`src/include/srw_pkg.sv`:
```
// package for the supervisor reset/watchdog block
// assumes a single 100 MHz clock; all analog results arrive as digital levels
package srw_pkg;
   // =====================================
   // timing (figures as printed, derived counts)
   localparam int unsigned CLK_HZ = 100_000_000;
   localparam int unsigned STRETCH_MS = 200;
   localparam int unsigned WD_DEFAULT_MS = 1600;
   localparam int unsigned MR_MIN_US = 25;
   localparam int unsigned MR_PROP_US = 12;
   localparam int unsigned CE_HOLD_US = 15;
   localparam int unsigned WARN_MIN_US = 500;
   localparam int unsigned WARN_LEAD_NS = 70;
   localparam longint unsigned STRETCH_CYC = longint'(STRETCH_MS) * CLK_HZ / 1000;
   localparam longint unsigned WD_DEFAULT_CYC = longint'(WD_DEFAULT_MS) * CLK_HZ / 1000;
   localparam int unsigned MR_MIN_CYC = (MR_MIN_US * (CLK_HZ / 1_000_000));
   localparam int unsigned MR_PROP_CYC = (MR_PROP_US * (CLK_HZ / 1_000_000));
   localparam int unsigned CE_HOLD_CYC = (CE_HOLD_US * (CLK_HZ / 1_000_000));
   localparam int unsigned WARN_CYC = (WARN_MIN_US * (CLK_HZ / 1_000_000));
   localparam int unsigned WARN_LEAD_CYC = (WARN_LEAD_NS * (CLK_HZ / 1_000_000) + 999) / 1000;
   localparam int unsigned CNT_W = 32;

   // =====================================
   // comparator inputs as one bundle
   typedef struct packed {
      logic supply_low;       // supply under reset threshold (internal mode)
      logic supply_warn;      // supply inside warning margin (internal mode)
      logic reset_in_low;     // reset input under reference (external mode)
      logic warn_level_low;   // warning_level_input under reference (external mode)
      logic mode_external;    // mode select at or above upper level
      logic overvoltage;      // overvoltage_sense above reference
   } srw_cmp_s;

   typedef enum logic [1:0] {
      SRW_WD_RUN = 2'b00,
      SRW_WD_WARN = 2'b01,
      SRW_WD_FAULT = 2'b10
   } srw_wd_e;
endpackage

```
`src/core/srw_supervisor.sv`:
```
// supervisor: reset generation, low-line warning, overvoltage flag, watchdog, chip-enable gate
// assumes comparator outputs and pins are asynchronous levels; synchronised here
//
// Overview of operation
// reset asserts on supply-low (internal) or reset-input-low (external mode)
// reset stays asserted for stretch period after monitored level recovers
// active-high reset output is always complement of active-low reset
// mode select low means internal thresholds; high means external thresholds
// external mode uses low-line pin; internal mode ignores it
// warning output low on supply margin (internal) or low-line input low (external)
// overvoltage flag low when sense exceeds reference; touches nothing else
// timeout select tied high uses default watchdog timeout; else alternate
// no kick edge past timeout: warning pulse, then fault held until edge
// warning pulse at least minimum width, leads fault by short interval
// chip-enable out low only when input low and reset not asserted
// input low at reset entry: keep output low until window ends or input rises
// manual reset held at least minimum width asserts reset after propagation delay; code asserts only if held low for min width plus that delay
// reset held while manual reset low; stretch begins after release
// manual reset pulled up internally; wired-OR sources allowed
// reset clears counters, forces watchdog outputs high, disables chip-enable gate
// comparators synchronised; every time is a cycle count from clock rate
module srw_supervisor
   import srw_pkg::*;
#(
   parameter longint unsigned STRETCH_CYCLES = STRETCH_CYC,
   parameter longint unsigned WD_DEFAULT_CYCLES = WD_DEFAULT_CYC,
   parameter longint unsigned WD_ALT_CYCLES = WD_DEFAULT_CYC / 2,
   parameter int unsigned WARN_CYCLES = WARN_CYC
) (
   input wire logic clk_in,
   input wire logic reset_n_in,
   input wire srw_cmp_s cmp_in,
   input wire logic timeout_select_in,
   input wire logic manual_reset_n_in,
   input wire logic watchdog_kick_in,
   input wire logic chip_enable_n_in,
   output logic system_reset_n_out,
   output logic system_reset_out,
   output logic supply_warn_n_out,
   output logic overvoltage_flag_n_out,
   output logic watchdog_fault_n_out,
   output logic watchdog_warn_pulse_n_out,
   output logic chip_enable_n_out,
   output logic chip_enable_in_oe_out
);
   // counts must fit the 32-bit counters and leave room for the fault lead
   if (STRETCH_CYCLES < 1 || WD_DEFAULT_CYCLES <= WARN_LEAD_CYC || WD_ALT_CYCLES <= WARN_LEAD_CYC
       || WARN_CYCLES <= WARN_LEAD_CYC || STRETCH_CYCLES >= 64'h0000_0000_FFFF_FFFF
       || WD_DEFAULT_CYCLES >= 64'h0000_0000_FFFF_FFFF || WD_ALT_CYCLES >= 64'h0000_0000_FFFF_FFFF) begin : g_bad_timing
      $error("srw_supervisor: unusable timing parameters");
   end

   // =====================================
   // synchronisers, two stages on every outside level
   localparam int unsigned NSYNC = 10;
   // idle levels: comparators quiet, tsel high, manual reset high, kick low, ce high
   // so no false press, kick edge or flag follows reset
   localparam logic [NSYNC-1:0] SYNC_IDLE = 10'h00D;
   logic [NSYNC-1:0] sync1_q;
   logic [NSYNC-1:0] sync2_q;
   wire [NSYNC-1:0] raw = {cmp_in, timeout_select_in, manual_reset_n_in, watchdog_kick_in, chip_enable_n_in};

   always_ff @(posedge clk_in or negedge reset_n_in) begin
      if (!reset_n_in) begin
         sync1_q <= SYNC_IDLE;
         sync2_q <= SYNC_IDLE;
      end else begin
         sync1_q <= raw;
         sync2_q <= sync1_q;
      end
   end

   srw_cmp_s cmp;
   logic tsel;
   logic mr_n;
   logic kick;
   logic ce_n;
   assign {cmp, tsel, mr_n, kick, ce_n} = sync2_q;

   // =====================================
   // reset source: threshold compare per mode
   logic level_low;
   assign level_low = cmp.mode_external ? cmp.reset_in_low : cmp.supply_low;

   // manual reset qualification: low for the min width, then propagation delay
   logic [CNT_W-1:0] mr_cnt_q;
   logic mr_active_q;
   always_ff @(posedge clk_in or negedge reset_n_in) begin
      if (!reset_n_in) begin
         mr_cnt_q <= '0;
         mr_active_q <= 1'b0;
      end else if (mr_n) begin
         mr_cnt_q <= '0;
         mr_active_q <= 1'b0;
      end else if (mr_cnt_q < CNT_W'(MR_MIN_CYC + MR_PROP_CYC)) begin
         mr_cnt_q <= mr_cnt_q + 1'b1;
      end else begin
         mr_active_q <= 1'b1;
      end
   end

   // stretch counter: reset held while any source stands, then stretched
   logic [CNT_W-1:0] stretch_q;
   logic rst_asserted_q;
   always_ff @(posedge clk_in or negedge reset_n_in) begin
      if (!reset_n_in) begin
         stretch_q <= '0;
         rst_asserted_q <= 1'b1;
      end else if (level_low || mr_active_q) begin
         stretch_q <= '0;
         rst_asserted_q <= 1'b1;
      end else if (rst_asserted_q) begin
         if (stretch_q >= CNT_W'(STRETCH_CYCLES - 1)) begin
            rst_asserted_q <= 1'b0;
         end else begin
            stretch_q <= stretch_q + 1'b1;
         end
      end
   end
   assign system_reset_n_out = ~rst_asserted_q;
   assign system_reset_out = rst_asserted_q;

   // =====================================
   // low-line warning and overvoltage flag
   always_ff @(posedge clk_in or negedge reset_n_in) begin
      if (!reset_n_in) begin
         supply_warn_n_out <= 1'b1;
         overvoltage_flag_n_out <= 1'b1;
      end else begin
         // pin only reaches the comparator in external mode
         supply_warn_n_out <= ~(cmp.mode_external ? cmp.warn_level_low : cmp.supply_warn);
         overvoltage_flag_n_out <= ~cmp.overvoltage;
      end
   end

   // =====================================
   // watchdog
   srw_wd_e wd_state_q;
   logic [CNT_W-1:0] wd_cnt_q;
   logic kick_d1_q;
   logic kick_edge;
   logic [CNT_W-1:0] wd_limit;
   logic wd_kicked_q;
   assign kick_edge = kick ^ kick_d1_q;
   // alternate timeout stands in for the capacitor-set period
   assign wd_limit = tsel ? CNT_W'(WD_DEFAULT_CYCLES) : CNT_W'(WD_ALT_CYCLES);

   always_ff @(posedge clk_in or negedge reset_n_in) begin
      if (!reset_n_in) begin
         kick_d1_q <= 1'b0;
      end else begin
         kick_d1_q <= kick;
      end
   end

   always_ff @(posedge clk_in or negedge reset_n_in) begin
      if (!reset_n_in) begin
         wd_state_q <= SRW_WD_RUN;
         wd_cnt_q <= '0;
         wd_kicked_q <= 1'b0;
      end else if (rst_asserted_q) begin
         wd_state_q <= SRW_WD_RUN;
         wd_cnt_q <= '0;
         wd_kicked_q <= 1'b0;
      end else begin
         case (wd_state_q)
            SRW_WD_RUN: begin
               if (kick_edge) begin
                  wd_cnt_q <= '0;
               end else if (wd_cnt_q >= wd_limit - CNT_W'(WARN_LEAD_CYC)) begin
                  wd_state_q <= SRW_WD_WARN;
                  wd_cnt_q <= '0;
               end else begin
                  wd_cnt_q <= wd_cnt_q + 1'b1;
               end
            end
            SRW_WD_WARN: begin
               // pulse always runs its full width, kick or not
               // a kick inside the pulse is remembered, else it would be lost
               if (wd_cnt_q >= CNT_W'(WARN_CYCLES - 1)) begin
                  wd_state_q <= (kick_edge || wd_kicked_q) ? SRW_WD_RUN : SRW_WD_FAULT;
                  wd_cnt_q <= '0;
                  wd_kicked_q <= 1'b0;
               end else begin
                  wd_cnt_q <= wd_cnt_q + 1'b1;
                  wd_kicked_q <= wd_kicked_q || kick_edge;
               end
            end
            SRW_WD_FAULT: begin
               if (kick_edge) begin
                  wd_state_q <= SRW_WD_RUN;
                  wd_cnt_q <= '0;
               end
            end
            default: begin
               wd_state_q <= SRW_WD_RUN;
               wd_cnt_q <= '0;
               wd_kicked_q <= 1'b0;
            end
         endcase
      end
   end

   // fault falls WARN_LEAD_CYC after the warning pulse falls
   logic fault_on;
   assign fault_on = (wd_state_q == SRW_WD_FAULT)
                     || (wd_state_q == SRW_WD_WARN && wd_cnt_q >= CNT_W'(WARN_LEAD_CYC) && !wd_kicked_q);
   always_ff @(posedge clk_in or negedge reset_n_in) begin
      if (!reset_n_in) begin
         watchdog_warn_pulse_n_out <= 1'b1;
         watchdog_fault_n_out <= 1'b1;
      end else if (rst_asserted_q) begin
         watchdog_warn_pulse_n_out <= 1'b1;
         watchdog_fault_n_out <= 1'b1;
      end else begin
         watchdog_warn_pulse_n_out <= ~(wd_state_q == SRW_WD_WARN);
         watchdog_fault_n_out <= ~(fault_on && !(wd_state_q == SRW_WD_FAULT && kick_edge));
      end
   end

   // =====================================
   // chip-enable gate with write completion window
   logic [CNT_W-1:0] ce_cnt_q;
   logic ce_hold_q;
   logic rst_d1_q;
   always_ff @(posedge clk_in or negedge reset_n_in) begin
      if (!reset_n_in) begin
         rst_d1_q <= 1'b1;
         ce_hold_q <= 1'b0;
         ce_cnt_q <= '0;
      end else begin
         rst_d1_q <= rst_asserted_q;
         if (rst_asserted_q && !rst_d1_q && !ce_n) begin
            ce_hold_q <= 1'b1;
            ce_cnt_q <= '0;
         end else if (ce_hold_q) begin
            if (ce_n || ce_cnt_q >= CNT_W'(CE_HOLD_CYC - 1) || !rst_asserted_q) begin
               ce_hold_q <= 1'b0;
            end else begin
               ce_cnt_q <= ce_cnt_q + 1'b1;
            end
         end
      end
   end

   always_ff @(posedge clk_in or negedge reset_n_in) begin
      if (!reset_n_in) begin
         chip_enable_n_out <= 1'b1;
      end else begin
         // write protection: a live low passes during normal running or inside the hold window
         // entry cycle passes too, so a write in flight sees no one-cycle high blip
         chip_enable_n_out <= ~(!ce_n && (!rst_asserted_q || ce_hold_q || !rst_d1_q));
      end
   end
   // input side of the gate is released during reset
   assign chip_enable_in_oe_out = ~rst_asserted_q;
endmodule

```
`config.mk`:
```
export PLATFORM = sky130hd
export DESIGN_NAME = srw_supervisor
export DESIGN_NICKNAME = d
export VERILOG_FILES = /design/src/include/srw_pkg.sv /design/src/core/srw_supervisor.sv
export SDC_FILE = /design/constraint.sdc
export NUM_CORES = 1
export LEC_CHECK = 0
export BUFFER_PORTS_ARGS = -buffer_cell sky130_fd_sc_hd__buf_4
export CORE_MARGIN = 2
export CORE_UTILIZATION = 50
export DETAILED_ROUTE_END_ITERATION = 7
export GPL_TIMING_DRIVEN = 0
export HOLD_SLACK_MARGIN = 0.08
export MAX_ROUTING_LAYER = met4
export PLACE_DENSITY = 0.76
export REMOVE_ABC_BUFFERS = 1
export SLEW_MARGIN = 0
export SYNTH_ARGS = -nofsm -noshare
export SYNTH_HDL_FRONTEND = slang
export SYNTH_SLANG_ARGS = --single-unit
```
`constraint.sdc`:
```
create_clock -name clk_in -period 2.4 [get_ports clk_in]
set_input_delay 0 -clock clk_in [delete_from_list [all_inputs] [get_ports clk_in]]
set_output_delay 0 -clock clk_in [all_outputs]
set_load 0.005 [all_outputs]
```
==> impl_metrics.csv <==
group,metric,value,unit
outcome,status,"complete, but fails checks",
outcome,violations,"setup timing",
logic_synthesis,ys_async_sr_fraction,100,%
critical_path,worstPathMaxFanout,8,
power_and_ir_drop,p_sw_share,21.8,%
timing,max-slew-margin-rel,31.2,%
power_and_ir_drop,switching_power,1.27,mW
logic_synthesis,synth_area,7570,sq um
global_route,grt_use_total,23.7,%
power_and_ir_drop,intPower,4.56,mW
cells_and_area,layout_common_cells,"dfrtp_1, nand2_1, nor2_1, nor2b_1, nand4_1",
logic_synthesis,yosysWarnings,0,
detailed_routing,wl_per_cell,17.9,microns
timing,min_period,2.67,ns
cells_and_area,num-nets-final,839,
global_route,grt-ovfl-total,0,
flow_run,cap_violations,0,
timing,fin_worst_skew,0.00558,ns
global_route,antenna_found_initial,0,
critical_path,arrival,3.00,ns
timing,setup_viol_count_final,30,
critical_path,end_kind,"flop",
logic_synthesis,yosysTopAreaCell,"dfrtp_1",
timing,worst_slew_pin_slew,1.02,ns
cells_and_area,diodes,0,
logic_synthesis,syn_inst,758,
timing,finalHoldViolations,0,
cells_and_area,area_growth,22.9,%
timing,fmax,0.375,GHz
critical_path,start_kind,"flop",
die,die_h,127,microns
power_and_ir_drop,powerDensity,627,nW/um^2
logic_synthesis,synth-main-ff-cell,"dfrtp_1",
cells_and_area,drive_gt1_share,20.2,%
die,initial_core_util,51.7,%
global_route,grt_first_pass_wirelength,30000,microns
logic_synthesis,synth.top_cell.area_share,48.9,%
cells_and_area,filler_cell_count,1076,
logic_synthesis,seq_area_frac_synth,53.5,%
clock_network,cts.sinks,161,
clock_network,worst_skew_pair.late_latency,0.43,ns
detailed_routing,ant_nets,0,
die,die_w,127,microns
global_route,grt_max_degree,97,
cells_and_area,ff_latch_area,4050,sq um
die,rows,44,
placement,pre_cts_ws,-0.941,ns
clock_network,htree_levels,4,
hold_path,holdCritPathClass,"input pin to flop",
power_and_ir_drop,clkPwrFrac,48.3,%
timing,whs,0.215,ns
logic_synthesis,ys_types,57,
clock_network,clockBufferDepth,2,
cells_and_area,layout_commonest_cell,"dfrtp_1",
clock_network,cts_tree,"built",
die,coreArea,14600,sq um
power_and_ir_drop,p_leak,4.16,nW
power_and_ir_drop,p_seq_share,48.3,%
detailed_routing,via_per_inst,6.20,
detailed_routing,drt-total-wl,18100,microns
logic_synthesis,synth_area_leaders,"dfrtp_1, dfstp_2, nor2b_1",
detailed_routing,drc,0,
power_and_ir_drop,power.total,5.83,mW
logic_synthesis,avgSynthCellArea,9.98,sq um
timing,rsz0062_at_grt,"yes",
cells_and_area,final_util,63.5,%
logic_synthesis,ys_seq_elements,161,
logic_synthesis,synth_edf_count,0,
placement,dp_hpwl,10800,microns
clock_network,clk_pin_slew,0.06,ns
critical_path,path_class,"flop to flop",
die,ioPinCount,20,
detailed_routing,firstDrtPassIters,5,
timing,fin_ws,-0.270,ns
power_and_ir_drop,p_comb_share,3.4,%
timing,slew_violations,0,
cells_and_area,multi_input_area,3700,sq um
clock_network,cts_buffers,17,
critical_path,r2r_slack,-0.27,ns
placement,gp_congestion,0.910,
power_and_ir_drop,vdd_drop_max,0.777,mV
detailed_routing,vias,6240,
global_route,grt_pass1_vias,6219,
clock_network,cts_root_buffer,"clkbuf_16",
die,dieArea,16100,sq um
timing,fin_crit_sh,111,%
critical_path,crit_required,2.73,ns
detailed_routing,drtIter0Drc,693,
placement,io_buffers,19,
==> per-layer routing <==
layer / routed length (microns) / vias to the layer above / track usage, %
li1: - / 2836 / -
met1: 7460 / 3138 / 29.3
met2: 9170 / 211 / 38.5
met3: 915 / 55 / 4.61
met4: 535 / 0 / 10.0
met5: 0 / - / -
==> per-stage QoR <==
stage | TNS (ns) | instances | instance area (sq um)
floorplan | -29.79 | 722 | 7420
global placement | -99.73 | 925 | 7790
detailed placement | -27.06 | 930 | 7880
CTS | -2.56 | 997 | 9070
global route | -7.16 | 1007 | 9300
finish | -4.72 | 1007 | 9300
==> power by group through the flow <==
stage	registers, mW	clock network, mW	logic [mW]
2_1_floorplan	2.85	0	0.0689
3_3_place_gp	2.86	0	0.149
3_5_place_dp	2.86	0	0.172
4_1_cts	2.81	2.84	0.201
5_1_grt	2.82	2.97	0.228
6_report	2.82	2.82	0.199
==> final timing paths <==
| kind | from | depth (start not counted) | to |
|---|---|---|---|
| max | sync2_q[3] | 9 | wd_cnt_q[26] |
| min | chip_enable_n_in | 2 | sync1_q[0] |
| max reg2reg | sync2_q[3] | 9 | wd_cnt_q[26] |
| min reg2reg | sync1_q[3] | 0 | sync2_q[3] |
| max in group asynchronous | reset_n_in | 3 | rst_d1_q |
| min in group asynchronous | reset_n_in | 2 | mr_cnt_q[26] |
==> area by class of cell <==
class                           count  area share [%]
Inverter                           16           0.700
Sequential cell                   161            43.5
Clock inverter                     12            1.67
Multi-Input combinational cell    546            39.8
Clock buffer                       20            5.02
Tap cell                          184            2.48
Timing Repair Buffer               68            6.83
==> critical path, cell delays in order, from the launching register on <==
cell and delay, ns:
dfstp_2 0.60, buf_6 0.14, ha_4 0.19, nand4_1 0.21, a211oi_2 0.08, a2111o_1 0.43
nor3_4 0.44, buf_6 0.20, o211ai_1 0.13, o211ai_1 0.13
==> cells in the mapped netlist (2+ instances only) <==
cell,count
nand3_1,36
nand4_1,45
xnor2_1,2
nor2_1,66
a22oi_1,4
mux2i_1,3
nor4_1,20
nor4b_1,4
and2_1,15
o22ai_1,2
a211o_1,4
dfstp_2,13
a211oi_1,5
buf_2,4
o21ai_0,27
dfrtp_1,148
nor2b_1,46
xor2_1,31
a21oi_1,15
nor3_1,19
or3_1,9
inv_1,16
or2_2,4
nand3b_1,4
or4_1,13
o211ai_1,26
and4_1,3
ha_1,17
o41ai_1,2
a2bb2oi_1,5
nand2_1,74
a31o_2,2
o21bai_1,2
nand2b_1,2
clkbuf_1,30
a2111oi_0,2
and3_1,18
==> timing repair <==
| action | in CTS | in global routing |
|---|---|---|
| hold buffers | 11 | 0 |
| buffers inserted | 23 | 10 |
| endpoints found under the setup margin | 69 | 49 |
| endpoints found under the hold margin | 97 | 0 |
| resized for setup | 58 | 34 |
| pin swaps | 27 | 13 |
| cloned | 1 | 0 |
==> logic make-up after synthesis <==
family	share of synthesized area (%)
AND/OR/NAND/NOR	27.0
flip-flops	53.5
AO/OA/AOI/OAI	9.62
buffers and inverters	2.70
XOR/XNOR	3.82
adder cells (fa/ha/maj)	2.81
multiplexers	0.546
==> state kept, by name, indices dropped and copies added (netlist names) <==
register and count:
ce_cnt_q 32, ce_hold_q 1, chip_enable_n_out 1, kick_d1_q 1, mr_active_q 1, mr_cnt_q 32
overvoltage_flag_n_out 1, rst_d1_q 1, stretch_q 32, supply_warn_n_out 1, sync1_q 10, sync2_q 10
system_reset_out 1, watchdog_fault_n_out 1, watchdog_warn_pulse_n_out 1, wd_cnt_q 32, wd_kicked_q 1, wd_state_q 2
Power figures use the tool's default switching activity.
